`src/loop_det_pkg.sv`:
```
// Purpose: Constants shared by the scanning loop period detector
// Assumes: 250 MHz system clock, 32 MHz count reference as an enable input
// Notes: Sensitivity codes 0 = off, 1..9 levels, 15 = forced call
package loop_det_pkg;
    localparam int CLK_MHZ = 250;
    localparam int NUM_CH = 4;
    localparam int CNT_W = 24;
    localparam int RESTORE_S = 5;
    localparam int RESTORE_CYC = RESTORE_S * CLK_MHZ * 1000000;
    localparam int FLASH3_CYC = (CLK_MHZ * 1000000) / 6;
    localparam logic [3:0] SENS_OFF = 4'h0;
    localparam logic [3:0] SENS_CALL = 4'hf;
    localparam logic [3:0] SENS_DEF = 4'h4;
    localparam logic [2:0] FREQ_DEF = 3'h0;
    localparam logic [CNT_W-1:0] CNT_MIN = 24'h000400;
    localparam logic [CNT_W-1:0] CNT_MAX = 24'h800000;
    localparam int FAIL_SHIFT = 2;
    localparam int DRIFT_SHIFT = 6;
    localparam logic [7:0] MIN_CYCLES = 8'h08;
    typedef enum logic [1:0] {ST_ENABLE, ST_SAMPLE, ST_EVAL} scan_e;
endpackage

```
`src/loop_period_detector.sv`:
```
// Purpose: Four channel scanning loop period detector
// Assumes: sq_in synchronous; tick_32m pulses at 32 MHz
// Notes: Output timers arrive as a combined hold count input
`timescale 1ns/1ps
module loop_period_detector (
    input wire logic clock,
    input wire logic rst_n,
    input wire logic tick_32m,
    input wire logic sq_in,
    input wire logic [3:0] switch_in,
    input wire logic set_we,
    input wire logic [1:0] set_ch,
    input wire logic [3:0] set_sens,
    input wire logic [2:0] set_freq,
    input wire logic [15:0] hold_ticks,
    input wire logic [1:0] disp_ch,
    output logic [3:0] osc_en,
    output logic [11:0] cap_sel,
    output logic [3:0] call_out,
    output logic [3:0] led_out,
    output logic [3:0] fail_out,
    output logic [3:0] fail_mem,
    output logic [loop_det_pkg::CNT_W-1:0] disp_count,
    output logic [7:0] disp_pct,
    output logic disp_all_on,
    output logic [2:0] restore_countdown,
    output logic restore_pulse
);
    localparam int CNT_W_P = loop_det_pkg::CNT_W;

    logic [3:0] sens_r [4];
    logic [2:0] freq_r [4];
    logic [CNT_W_P-1:0] ref_r [4];
    logic [CNT_W_P-1:0] last_r [4];
    logic [3:0] det_r;
    logic [3:0] fail_r;
    logic [3:0] mem_r;
    logic [3:0] chreset_r;
    logic [15:0] hold_r [4];
    loop_det_pkg::scan_e st_r;
    logic [1:0] ch_r;
    logic [7:0] ncyc_r;
    logic [CNT_W_P-1:0] acc_r;
    logic sq_d_r;
    logic [31:0] rest_cnt_r;
    logic [31:0] flash_cnt_r;
    logic flash_r;
    logic [3:0] osc_en_r;
    logic [3:0] call_r;
    logic [3:0] led_r;
    logic [CNT_W_P-1:0] dcount_r;
    logic [7:0] dpct_r;
    logic all_on_r;
    logic [2:0] cd_r;
    logic rest_p_r;
    logic [31:0] sec_cnt_r;
    logic [2:0] secs_left_r;
    logic [CNT_W_P-1:0] stall_r;

    // Oscillations per sample from the low three sensitivity bits, doubling per level up to 4
    function automatic logic [7:0] cycles_for(input logic [3:0] s);
        cycles_for = loop_det_pkg::MIN_CYCLES << s[2:0];
    endfunction

    // Threshold as a shift of reference: higher sensitivity, smaller share
    function automatic logic [CNT_W_P-1:0] thresh_for(input logic [CNT_W_P-1:0] r,
                                                  input logic [3:0] s);
        thresh_for = r >> (5'd4 + {1'b0, s});
    endfunction

    wire [2:0] pressed = 3'(switch_in[0]) + 3'(switch_in[1]) + 3'(switch_in[2])
                       + 3'(switch_in[3]);
    wire all_held = (pressed == 3'd4);
    wire test_on = (pressed == 3'd2) || (pressed == 3'd3);
    wire restore_done = all_held && (rest_cnt_r == 32'(loop_det_pkg::RESTORE_CYC - 1));
    wire sq_rise = sq_in && !sq_d_r;
    wire [3:0] cur_sens = sens_r[ch_r];
    wire [CNT_W_P-1:0] cur_ref = ref_r[ch_r];
    wire cur_active = (cur_sens != loop_det_pkg::SENS_OFF)
                    && (cur_sens != loop_det_pkg::SENS_CALL);
    wire below = acc_r < cur_ref;
    wire [CNT_W_P-1:0] delta = below ? cur_ref - acc_r : acc_r - cur_ref;
    wire over_thr = below && (delta > thresh_for(cur_ref, cur_sens));
    wire range_bad = (acc_r < loop_det_pkg::CNT_MIN)
                   || (acc_r > loop_det_pkg::CNT_MAX);
    wire abrupt = (ref_r[ch_r] != '0)
                && (delta > (cur_ref >> loop_det_pkg::FAIL_SHIFT));
    wire [CNT_W_P-1:0] drift_step = (delta >> loop_det_pkg::DRIFT_SHIFT) | 24'h000001;
    // Widened so the scaled change keeps its top bits before the divide
    wire [31:0] pct_num = {8'h00, delta} << 7;
    wire [31:0] pct_den = {8'h00, cur_ref | 24'h000001};
    wire [31:0] pct_w = pct_num / pct_den;
    wire [7:0] pct_sat = (pct_w > 32'h000000ff) ? 8'hff : pct_w[7:0];

    // Outcome of the sample under evaluation
    wire eval_now = (st_r == loop_det_pkg::ST_EVAL);
    wire eval_fail = range_bad || abrupt;
    wire eval_det = cur_active && over_thr && !range_bad;
    // Equal counts leave the reference alone, so it does not creep by one
    wire eval_track = !over_thr && !eval_fail && (delta != '0);
    wire [CNT_W_P-1:0] ref_tracked = below ? cur_ref - drift_step : cur_ref + drift_step;
    wire sec_wrap = (sec_cnt_r == 32'(loop_det_pkg::RESTORE_CYC / loop_det_pkg::RESTORE_S - 1));
    // A loop that never oscillates would otherwise stall the whole scan
    wire stall_out = (stall_r == loop_det_pkg::CNT_MAX);

    // Front-panel gestures; scan state is untouched here
    always_ff @(posedge clock) begin
        if (!rst_n || !all_held) begin
            rest_cnt_r <= '0;
        end else if (!restore_done) begin
            rest_cnt_r <= rest_cnt_r + 32'd1;
        end else begin
            rest_cnt_r <= '0;
        end
    end

    // Whole seconds left; a ticker avoids a wide divider on the counter
    always_ff @(posedge clock) begin
        if (!rst_n || !all_held) begin
            sec_cnt_r <= '0;
            secs_left_r <= 3'(loop_det_pkg::RESTORE_S);
        end else if (sec_wrap) begin
            sec_cnt_r <= '0;
            if (secs_left_r != 3'd1) begin
                secs_left_r <= secs_left_r - 3'd1;
            end
        end else begin
            sec_cnt_r <= sec_cnt_r + 32'd1;
        end
    end

    always_ff @(posedge clock) begin
        if (!rst_n) begin
            cd_r <= '0;
            rest_p_r <= 1'b0;
            all_on_r <= 1'b0;
        end else begin
            cd_r <= all_held ? secs_left_r : 3'd0;
            rest_p_r <= restore_done;
            all_on_r <= test_on;
        end
    end

    // Shared blink base; also paces the hold timers to keep them narrow
    always_ff @(posedge clock) begin
        if (!rst_n) begin
            flash_cnt_r <= '0;
            flash_r <= 1'b0;
        end else if (flash_cnt_r == 32'(loop_det_pkg::FLASH3_CYC - 1)) begin
            flash_cnt_r <= '0;
            flash_r <= !flash_r;
        end else begin
            flash_cnt_r <= flash_cnt_r + 32'd1;
        end
    end

    // Settings change through the switch handler port and return to defaults on a restore
    always_ff @(posedge clock) begin
        for (int i = 0; i < 4; i++) begin
            if (!rst_n || restore_done) begin
                sens_r[i] <= loop_det_pkg::SENS_DEF;
                freq_r[i] <= loop_det_pkg::FREQ_DEF;
            end else if (set_we && set_ch == 2'(i)) begin
                sens_r[i] <= set_sens;
                freq_r[i] <= set_freq;
            end
        end
    end

    always_ff @(posedge clock) begin
        for (int i = 0; i < 4; i++) begin
            if (!rst_n) begin
                chreset_r[i] <= 1'b1;
            end else if (set_we && set_ch == 2'(i)
                         && (set_sens != sens_r[i] || set_freq != freq_r[i])) begin
                chreset_r[i] <= 1'b1;
            end else if (st_r == loop_det_pkg::ST_EVAL && ch_r == 2'(i)) begin
                chreset_r[i] <= 1'b0;
            end
        end
    end

    // Scan sequencer
    always_ff @(posedge clock) begin
        if (!rst_n) begin
            st_r <= loop_det_pkg::ST_ENABLE;
            ch_r <= '0;
            ncyc_r <= '0;
            acc_r <= '0;
            stall_r <= '0;
            sq_d_r <= 1'b0;
        end else begin
            sq_d_r <= sq_in;
            unique case (st_r)
                loop_det_pkg::ST_ENABLE: begin
                    // Wait for first edge so the sample covers whole cycles
                    ncyc_r <= cycles_for(cur_sens);
                    if (sq_rise) begin
                        acc_r <= '0;
                        stall_r <= '0;
                        st_r <= loop_det_pkg::ST_SAMPLE;
                    end else if (stall_out) begin
                        // Dead oscillator is reported as out of range
                        acc_r <= loop_det_pkg::CNT_MAX + 24'd1;
                        stall_r <= '0;
                        st_r <= loop_det_pkg::ST_EVAL;
                    end else begin
                        acc_r <= '0;
                        stall_r <= stall_r + 24'd1;
                    end
                end
                loop_det_pkg::ST_SAMPLE: begin
                    if (tick_32m) begin
                        acc_r <= acc_r + 24'd1;
                    end
                    if (acc_r > loop_det_pkg::CNT_MAX) begin
                        // Runaway sample from a slow loop ends early as a fault
                        st_r <= loop_det_pkg::ST_EVAL;
                    end else if (sq_rise) begin
                        ncyc_r <= ncyc_r - 8'd1;
                        if (ncyc_r == 8'd1) begin
                            st_r <= loop_det_pkg::ST_EVAL;
                        end
                    end
                end
                loop_det_pkg::ST_EVAL: begin
                    st_r <= loop_det_pkg::ST_ENABLE;
                    ch_r <= ch_r + 2'd1;
                end
            endcase
        end
    end

    // Per-channel evaluation once per sample
    always_ff @(posedge clock) begin
        for (int i = 0; i < 4; i++) begin
            if (!rst_n) begin
                ref_r[i] <= '0;
                last_r[i] <= '0;
                det_r[i] <= 1'b0;
                fail_r[i] <= 1'b0;
                mem_r[i] <= 1'b0;
                hold_r[i] <= '0;
            end else if (eval_now && ch_r == 2'(i)) begin
                last_r[i] <= acc_r;
                if (chreset_r[i]) begin
                    ref_r[i] <= acc_r; // Retune on channel reset
                    det_r[i] <= 1'b0;
                    fail_r[i] <= range_bad;
                    mem_r[i] <= 1'b0;
                end else begin
                    fail_r[i] <= eval_fail;
                    mem_r[i] <= mem_r[i] | eval_fail;
                    det_r[i] <= eval_det;
                    if (eval_track) begin
                        ref_r[i] <= ref_tracked;
                    end
                    if (eval_det) begin
                        hold_r[i] <= hold_ticks;
                    end
                end
            end else if (hold_r[i] != '0 && flash_cnt_r == '0) begin
                hold_r[i] <= hold_r[i] - 16'd1;
            end
        end
    end

    // Per-channel output decisions
    wire [3:0] forced;
    wire [3:0] holding;
    wire [3:0] call_nxt;
    wire [3:0] led_nxt;

    for (genvar g = 0; g < 4; g++) begin : g_chan
        assign forced[g] = (sens_r[g] == loop_det_pkg::SENS_CALL);
        assign holding[g] = (hold_r[g] != '0);
        // Fail-safe wins over the timers so a broken loop never drops its call
        assign call_nxt[g] = det_r[g] || holding[g] || fail_r[g] || forced[g];
        assign led_nxt[g] = (forced[g] || mem_r[g]) ? flash_r
                          : (det_r[g] || holding[g]);
    end

    always_ff @(posedge clock) begin
        for (int i = 0; i < 4; i++) begin
            if (!rst_n) begin
                osc_en_r[i] <= 1'b0;
                call_r[i] <= 1'b0;
                led_r[i] <= 1'b0;
            end else begin
                osc_en_r[i] <= !eval_now && ch_r == 2'(i);
                call_r[i] <= call_nxt[i];
                led_r[i] <= led_nxt[i];
            end
        end
    end

    always_ff @(posedge clock) begin
        if (!rst_n) begin
            dcount_r <= '0;
            dpct_r <= '0;
        end else begin
            dcount_r <= last_r[disp_ch];
            // Percentage is held between samples of the shown channel
            if (eval_now && ch_r == disp_ch) begin
                dpct_r <= pct_sat;
            end
        end
    end

    assign osc_en = osc_en_r;
    assign cap_sel = {freq_r[3], freq_r[2], freq_r[1], freq_r[0]};
    assign call_out = call_r;
    assign led_out = led_r;
    assign fail_out = fail_r;
    assign fail_mem = mem_r;
    assign disp_count = dcount_r;
    assign disp_pct = dpct_r;
    assign disp_all_on = all_on_r;
    assign restore_countdown = cd_r;
    assign restore_pulse = rest_p_r;
endmodule

```
`config.mk`:
```
export PLATFORM = sky130hd
export DESIGN_NAME = loop_period_detector
export DESIGN_NICKNAME = d
export VERILOG_FILES = /design/src/loop_det_pkg.sv /design/src/loop_period_detector.sv
export SDC_FILE = /design/constraint.sdc
export NUM_CORES = 2
export LEC_CHECK = 0
export ABC_AREA = 1
export BUFFER_PORTS_ARGS = -buffer_cell sky130_fd_sc_hd__buf_2
export CELL_PAD_IN_SITES_DETAIL_PLACEMENT = 1
export CELL_PAD_IN_SITES_GLOBAL_PLACEMENT = 1
export CORE_MARGIN = 1
export CORE_UTILIZATION = 43
export DETAILED_ROUTE_END_ITERATION = 10
export PLACE_DENSITY = 0.87
export SLEW_MARGIN = 5
export SYNTH_ARGS = -nofsm -noshare
export SYNTH_HDL_FRONTEND = slang
export SYNTH_SLANG_ARGS = --single-unit
```
`constraint.sdc`:
```
create_clock -name clock -period 62.4 [get_ports clock]
set_input_delay 6.24 -clock clock [delete_from_list [all_inputs] [get_ports clock]]
set_output_delay 6.24 -clock clock [all_outputs]
set_load 0.05 [all_outputs]
```
==> flow_metrics.py, run 1 <==
metrics = {
    "yosys": {
        "ys.warnings.count": 0,
        "synth_edf_count": 284,
        "syn_avg_cell_area_sq_um": 6.70,
        "ys_seq_area_frac": 0.228,
        "syn_nets": 9202,
        "synth_cell_type_count": 93,
        "ys_seq_elements": 512,
        "synth-simple-area-share": 0.285,
        "async_reset_ff_frac": 0,
        "synthAdderAreaFrac": 0.135,
        "synth_xor_area_frac": 0.0729,
        "synth_compound_area_frac": 0.180,
        "synthMuxAreaShare": 0.00122,
        "synth_flop_cell": "edfxtp_1",
        "synth_cells": 8556,
        "synth_top_family_by_area": "simple AND/OR/NAND/NOR gates",
        "netlist_area_sq_um": 57300,
    },
    "global_routing": {
        "grt_max_degree": 51,
        "grt_usage": 0.706,
        "antenna_found_initial": 64,
        "grt_overflow": 33,
    },
    "run_status": {
        "status": "did not finish",
        "error": "[ERROR GRT-0232] Routing congestion too high. Check the congestion heatmap in the GUI.",
        "stop_stage": "global routing",
    },
    "clocking": {
        "clk_path_buf_depth": 3,
        "cts_max_level": 2,
        "cts_made_buffers": 54,
        "root_buffer": "clkbuf_16",
        "cts_sinks": 512,
    },
    "floorplanning": {
        "die-width_um": 367,
        "dieHeight_um": 367,
        "rows": 133,
        "ios": 105,
        "start_util": 0.435,
    },
    "place": {
        "pre_cts_ws_ps": -4110,
        "hpwl_um": 172000,
        "gp_congestion": 1.06,
        "io_buffers": 104,
    },
    "timing": {
        "endpoint_type": "sequential cell input",
        "worst_endpoint": "disp_pct[0]$_SDFFE_PN0P_/D",
    },
}
## metal layers
metal | overflow | global-route usage
met1 | 3 | 0.678
met2 | 16 | 0.857
met3 | 3 | 0.584
met4 | 11 | 0.718
met5 | 0 | 0.424
## cells in the mapped netlist, drive strengths merged, types with 23 or more instances
cell type  count  share of area
ha           599           0.13
dfxtp        228          0.080
o31ai         44         0.0060
a21o          41         0.0054
nand3        420          0.040
clkbuf       153          0.011
inv         1192          0.078
o21bai        45         0.0062
buf           48         0.0063
nand2       2011           0.14
xor2         288          0.044
xnor2        189          0.029
a21oi        726          0.065
nor3         145          0.013
nor2         845          0.058
a211oi        33         0.0043
o22ai        131          0.014
edfxtp       284           0.15
or2           76         0.0083
o21ai        621          0.055
a31oi         23         0.0026
nand4        133          0.015
nor4          55         0.0060
## through the flow
| step | cell area [sq um] | instances | hold slack, ps | setup TNS (ps) |
|---|---|---|---|---|
| 4_1_cts | 67300 | 10908 | 457 | 0 |
| 3_3_place_gp | 62500 | 10628 | 427 | -75.3 |
| 2_1_floorplan | 57600 | 8556 | 418 | 0 |
| 3_5_place_dp | 62500 | 10628 | 445 | -6790 |
## cells by family after synthesis
family | Yosys count
and+or+nand+nor | 3733
other | 1
buffers and inverters | 1411
xor gates and xnor gates | 477
AOI/OAI and AO/OA | 1805
muxes | 7
adders and majority gates | 610
DFF | 512
## repair_timing
action                     in CTS
gates cloned                    9
gates resized for setup       349
setup endpoints to repair       2
hold buffers                    0
pin swaps                     146
setup buffers                 170
==> inputs of run 2 (changes only) <==
- CELL_PAD_IN_SITES_DETAIL_PLACEMENT: 1 -> default
- CELL_PAD_IN_SITES_GLOBAL_PLACEMENT: 1 -> default
- CORE_UTILIZATION: 43 -> 40
- PLACE_DENSITY: 0.87 -> default
- PLACE_DENSITY_LB_ADDON: default -> 0.15
- clock period: 62.4 -> 81.1 ns (I/O delays scaled with it)
==> run 2 against run 1 <==
The flow now finishes without violations. Synthesized cell count unchanged. Synthesized area unchanged.
==> flow_metrics.py, run 2 <==
metrics = {
    "run_status": {
        "status": "finished, final reports clean",
    },
    "timing": {
        "slew-limit-headroom": 0.167,
        "post-route-period-util": 0.912,
        "tightest_slew_ps": 1230,
        "setup_viol": 0,
        "slew_viol_final": 0,
        "fmax_ghz": 0.0135,
        "skew_ps": 89.8,
        "hold_viol": 0,
        "period_needed_ps": 73950,
    },
    "yosys": {
        "syn_avg_cell_area_sq_um": 6.70,
        "synthMuxAreaShare": 0.00122,
        "synth_xor_area_frac": 0.0729,
        "syn_nets": 9202,
        "synth_top_family_by_area": "simple AND/OR/NAND/NOR gates",
        "yosys.cell_count.top_type": "nand2_1",
        "synth.top_cells.by_count": "nand2_1, inv_1, nor2_1",
        "ys_seq_elements": 512,
        "synth_edf_count": 284,
        "yosysTopAreaCellShare": 0.149,
        "ys_seq_area_frac": 0.228,
        "synthAdderAreaFrac": 0.135,
        "synth_area_leaders": "edfxtp_1, ha_1, nand2_1, dfxtp_1, inv_1",
        "synth_flop_cell": "edfxtp_1",
        "synth_cell_type_count": 93,
        "synth-simple-area-share": 0.285,
        "ys.warnings.count": 0,
        "synth_compound_area_frac": 0.180,
        "async_reset_ff_frac": 0,
        "netlist_area_sq_um": 57300,
        "synth_cells": 8556,
        "yosys.area.top_type": "edfxtp_1",
    },
    "worst_setup_path": {
        "path_delay_family": "compound AO/OA/AOI/OAI gates",
        "critical_path_class": "reg2reg",
        "reg2reg_depth": 463,
        "path_buf_inv": 73,
        "worstPathArrival_ps": 74530,
        "crit_path_end": "disp_pct[0]",
        "reg2reg_setup_slack_ps": 7150,
        "crit_path_start_kind": "register",
        "cp_slowest_stage_delay_ps": 520,
        "crit_required_ps": 81670,
        "worst-path-max-fanout": 70,
        "cp_num_cells": 463,
        "cp-end-kind": "register",
        "cpMostUsedCell": "nand2_1",
        "r2r-end": "disp_pct[0]",
        "slowest_stage": "fa_1",
    },
    "routing": {
        "wl_per_cell_um": 19.0,
        "dr.pass1.iters": 6,
        "viasPerCell": 5.45,
        "postRouteAntennaNets": 0,
        "drt_iter0_markers": 5013,
        "drc": 0,
        "vias": 57715,
        "wl_um": 201000,
    },
    "floorplanning": {
        "ios": 105,
        "start_util": 0.404,
        "rows": 138,
        "die-width_um": 381,
        "fp.dieArea_sq_um": 145000,
        "core_area_sq_um": 142000,
        "dieHeight_um": 381,
    },
    "finish": {
        "mostFrequentLayoutCells": "nand2_1, inv_1, nor2_1",
        "final_util": 0.439,
        "fin_cells": 10583,
        "nNetsFinal": 9288,
        "area_growth_pct": 8.72,
        "final_common_cell": "nand2_1",
        "drive_gt1_frac": 0.0803,
        "reg_top3": "last_r (96), ref_r (96), hold_r (64)",
    },
    "clocking": {
        "insertion_delay_ps": 710,
        "path_clk_slew_ps": 60,
        "cts_sinks": 512,
        "cts_tree": "yes",
        "cts_made_buffers": 59,
        "postCtsHoldBufs": 0,
        "clk_path_buf_depth": 3,
        "cts_max_level": 2,
        "root_buffer": "clkbuf_16",
    },
    "global_routing": {
        "grt_usage": 0.265,
        "grt_overflow": 0,
        "grt_max_degree": 71,
        "antenna_found_initial": 3,
        "grt_pass1_wl_um": 306000,
        "grt_pass1_vias": 53109,
    },
    "min_path": {
        "hold_path_class": "reg2reg",
        "hold_path_startpoint": "rest_cnt_r[0]",
    },
    "place": {
        "numPlacedInstances": 10428,
        "io_buffers": 104,
        "gp_congestion": 0.998,
        "hpwl_um": 152000,
    },
    "job": {
        "drv_cap": 0,
    },
}
run 2: cell counts after synthesis:
No cell type changed its count.
run 2: final cells by class:
class                           instances  area, sq um
Antenna cell                            1         2.50
Clock buffer                           86         1660
Clock inverter                         25          223
Fill cell                           14906        79600
Inverter                             1210         4660
Multi-Input combinational cell       6639        38900
Sequential cell                       512        13100
Tap cell                             1890         2360
Timing Repair Buffer                  215         1420
Timing Repair inverter                  5         31.3
run 2: logic make-up after synthesis:
kind of cell               Yosys count
buffers and inverters             1411
adders and majority gates          610
and+or+nand+nor                   3733
other                                1
xor gates and xnor gates           477
DFF                                512
AOI/OAI and AO/OA                 1805
muxes                                7
run 2: worst min-delay path by stage:
stage                          endpoint  cells after the start
after global routing      rest_cnt_r[0]                      1
final                     rest_cnt_r[0]                      1
after floorplan            sec_cnt_r[0]                      1
after CTS                      det_r[3]                      2
after detailed placement       det_r[3]                      2
after global placement         det_r[3]                      2
run 2: worst reg2reg max path, delay by kind of cell (launching register included):
family | cells | cell delay [ps]
AO/OA/AOI/OAI | 165 | 30130
XOR/XNOR | 2 | 420
flip-flops | 1 | 320
adder cells (fa/ha/maj) | 32 | 10740
AND/OR/NAND/NOR | 191 | 22740
buffers and inverters | 73 | 9430
run 2: what timing repair did:
action                                  CTS  global route
buffers inserted                          0            32
resized for setup                         0            76
hold endpoints to repair                  0             0
endpoints found under the setup margin    0             3
run 2: through the flow:
step	setup TNS (ps)	hold slack [ps]	worst slack [ps]	cell area (sq um)
3_3_place_gp	0	430	2440	59800
3_5_place_dp	0	438	569	59800
6_report	0	450	7150	62300
4_1_cts	0	452	256	61700
5_1_grt	-197	474	-197	62300
2_1_floorplan	0	418	13730	57300
run 2: routing by layer:
metal / global-route usage / part of all wire
met3: 0.0361 / 0.075
met5: 0 / 0
met4: 0.0674 / 0.028
met1: 0.383 / 0.47
met2: 0.412 / 0.43
Power of run 2 is not shown: default switching activity piles up to over one toggle a cycle in this logic, so the estimate is an artifact.
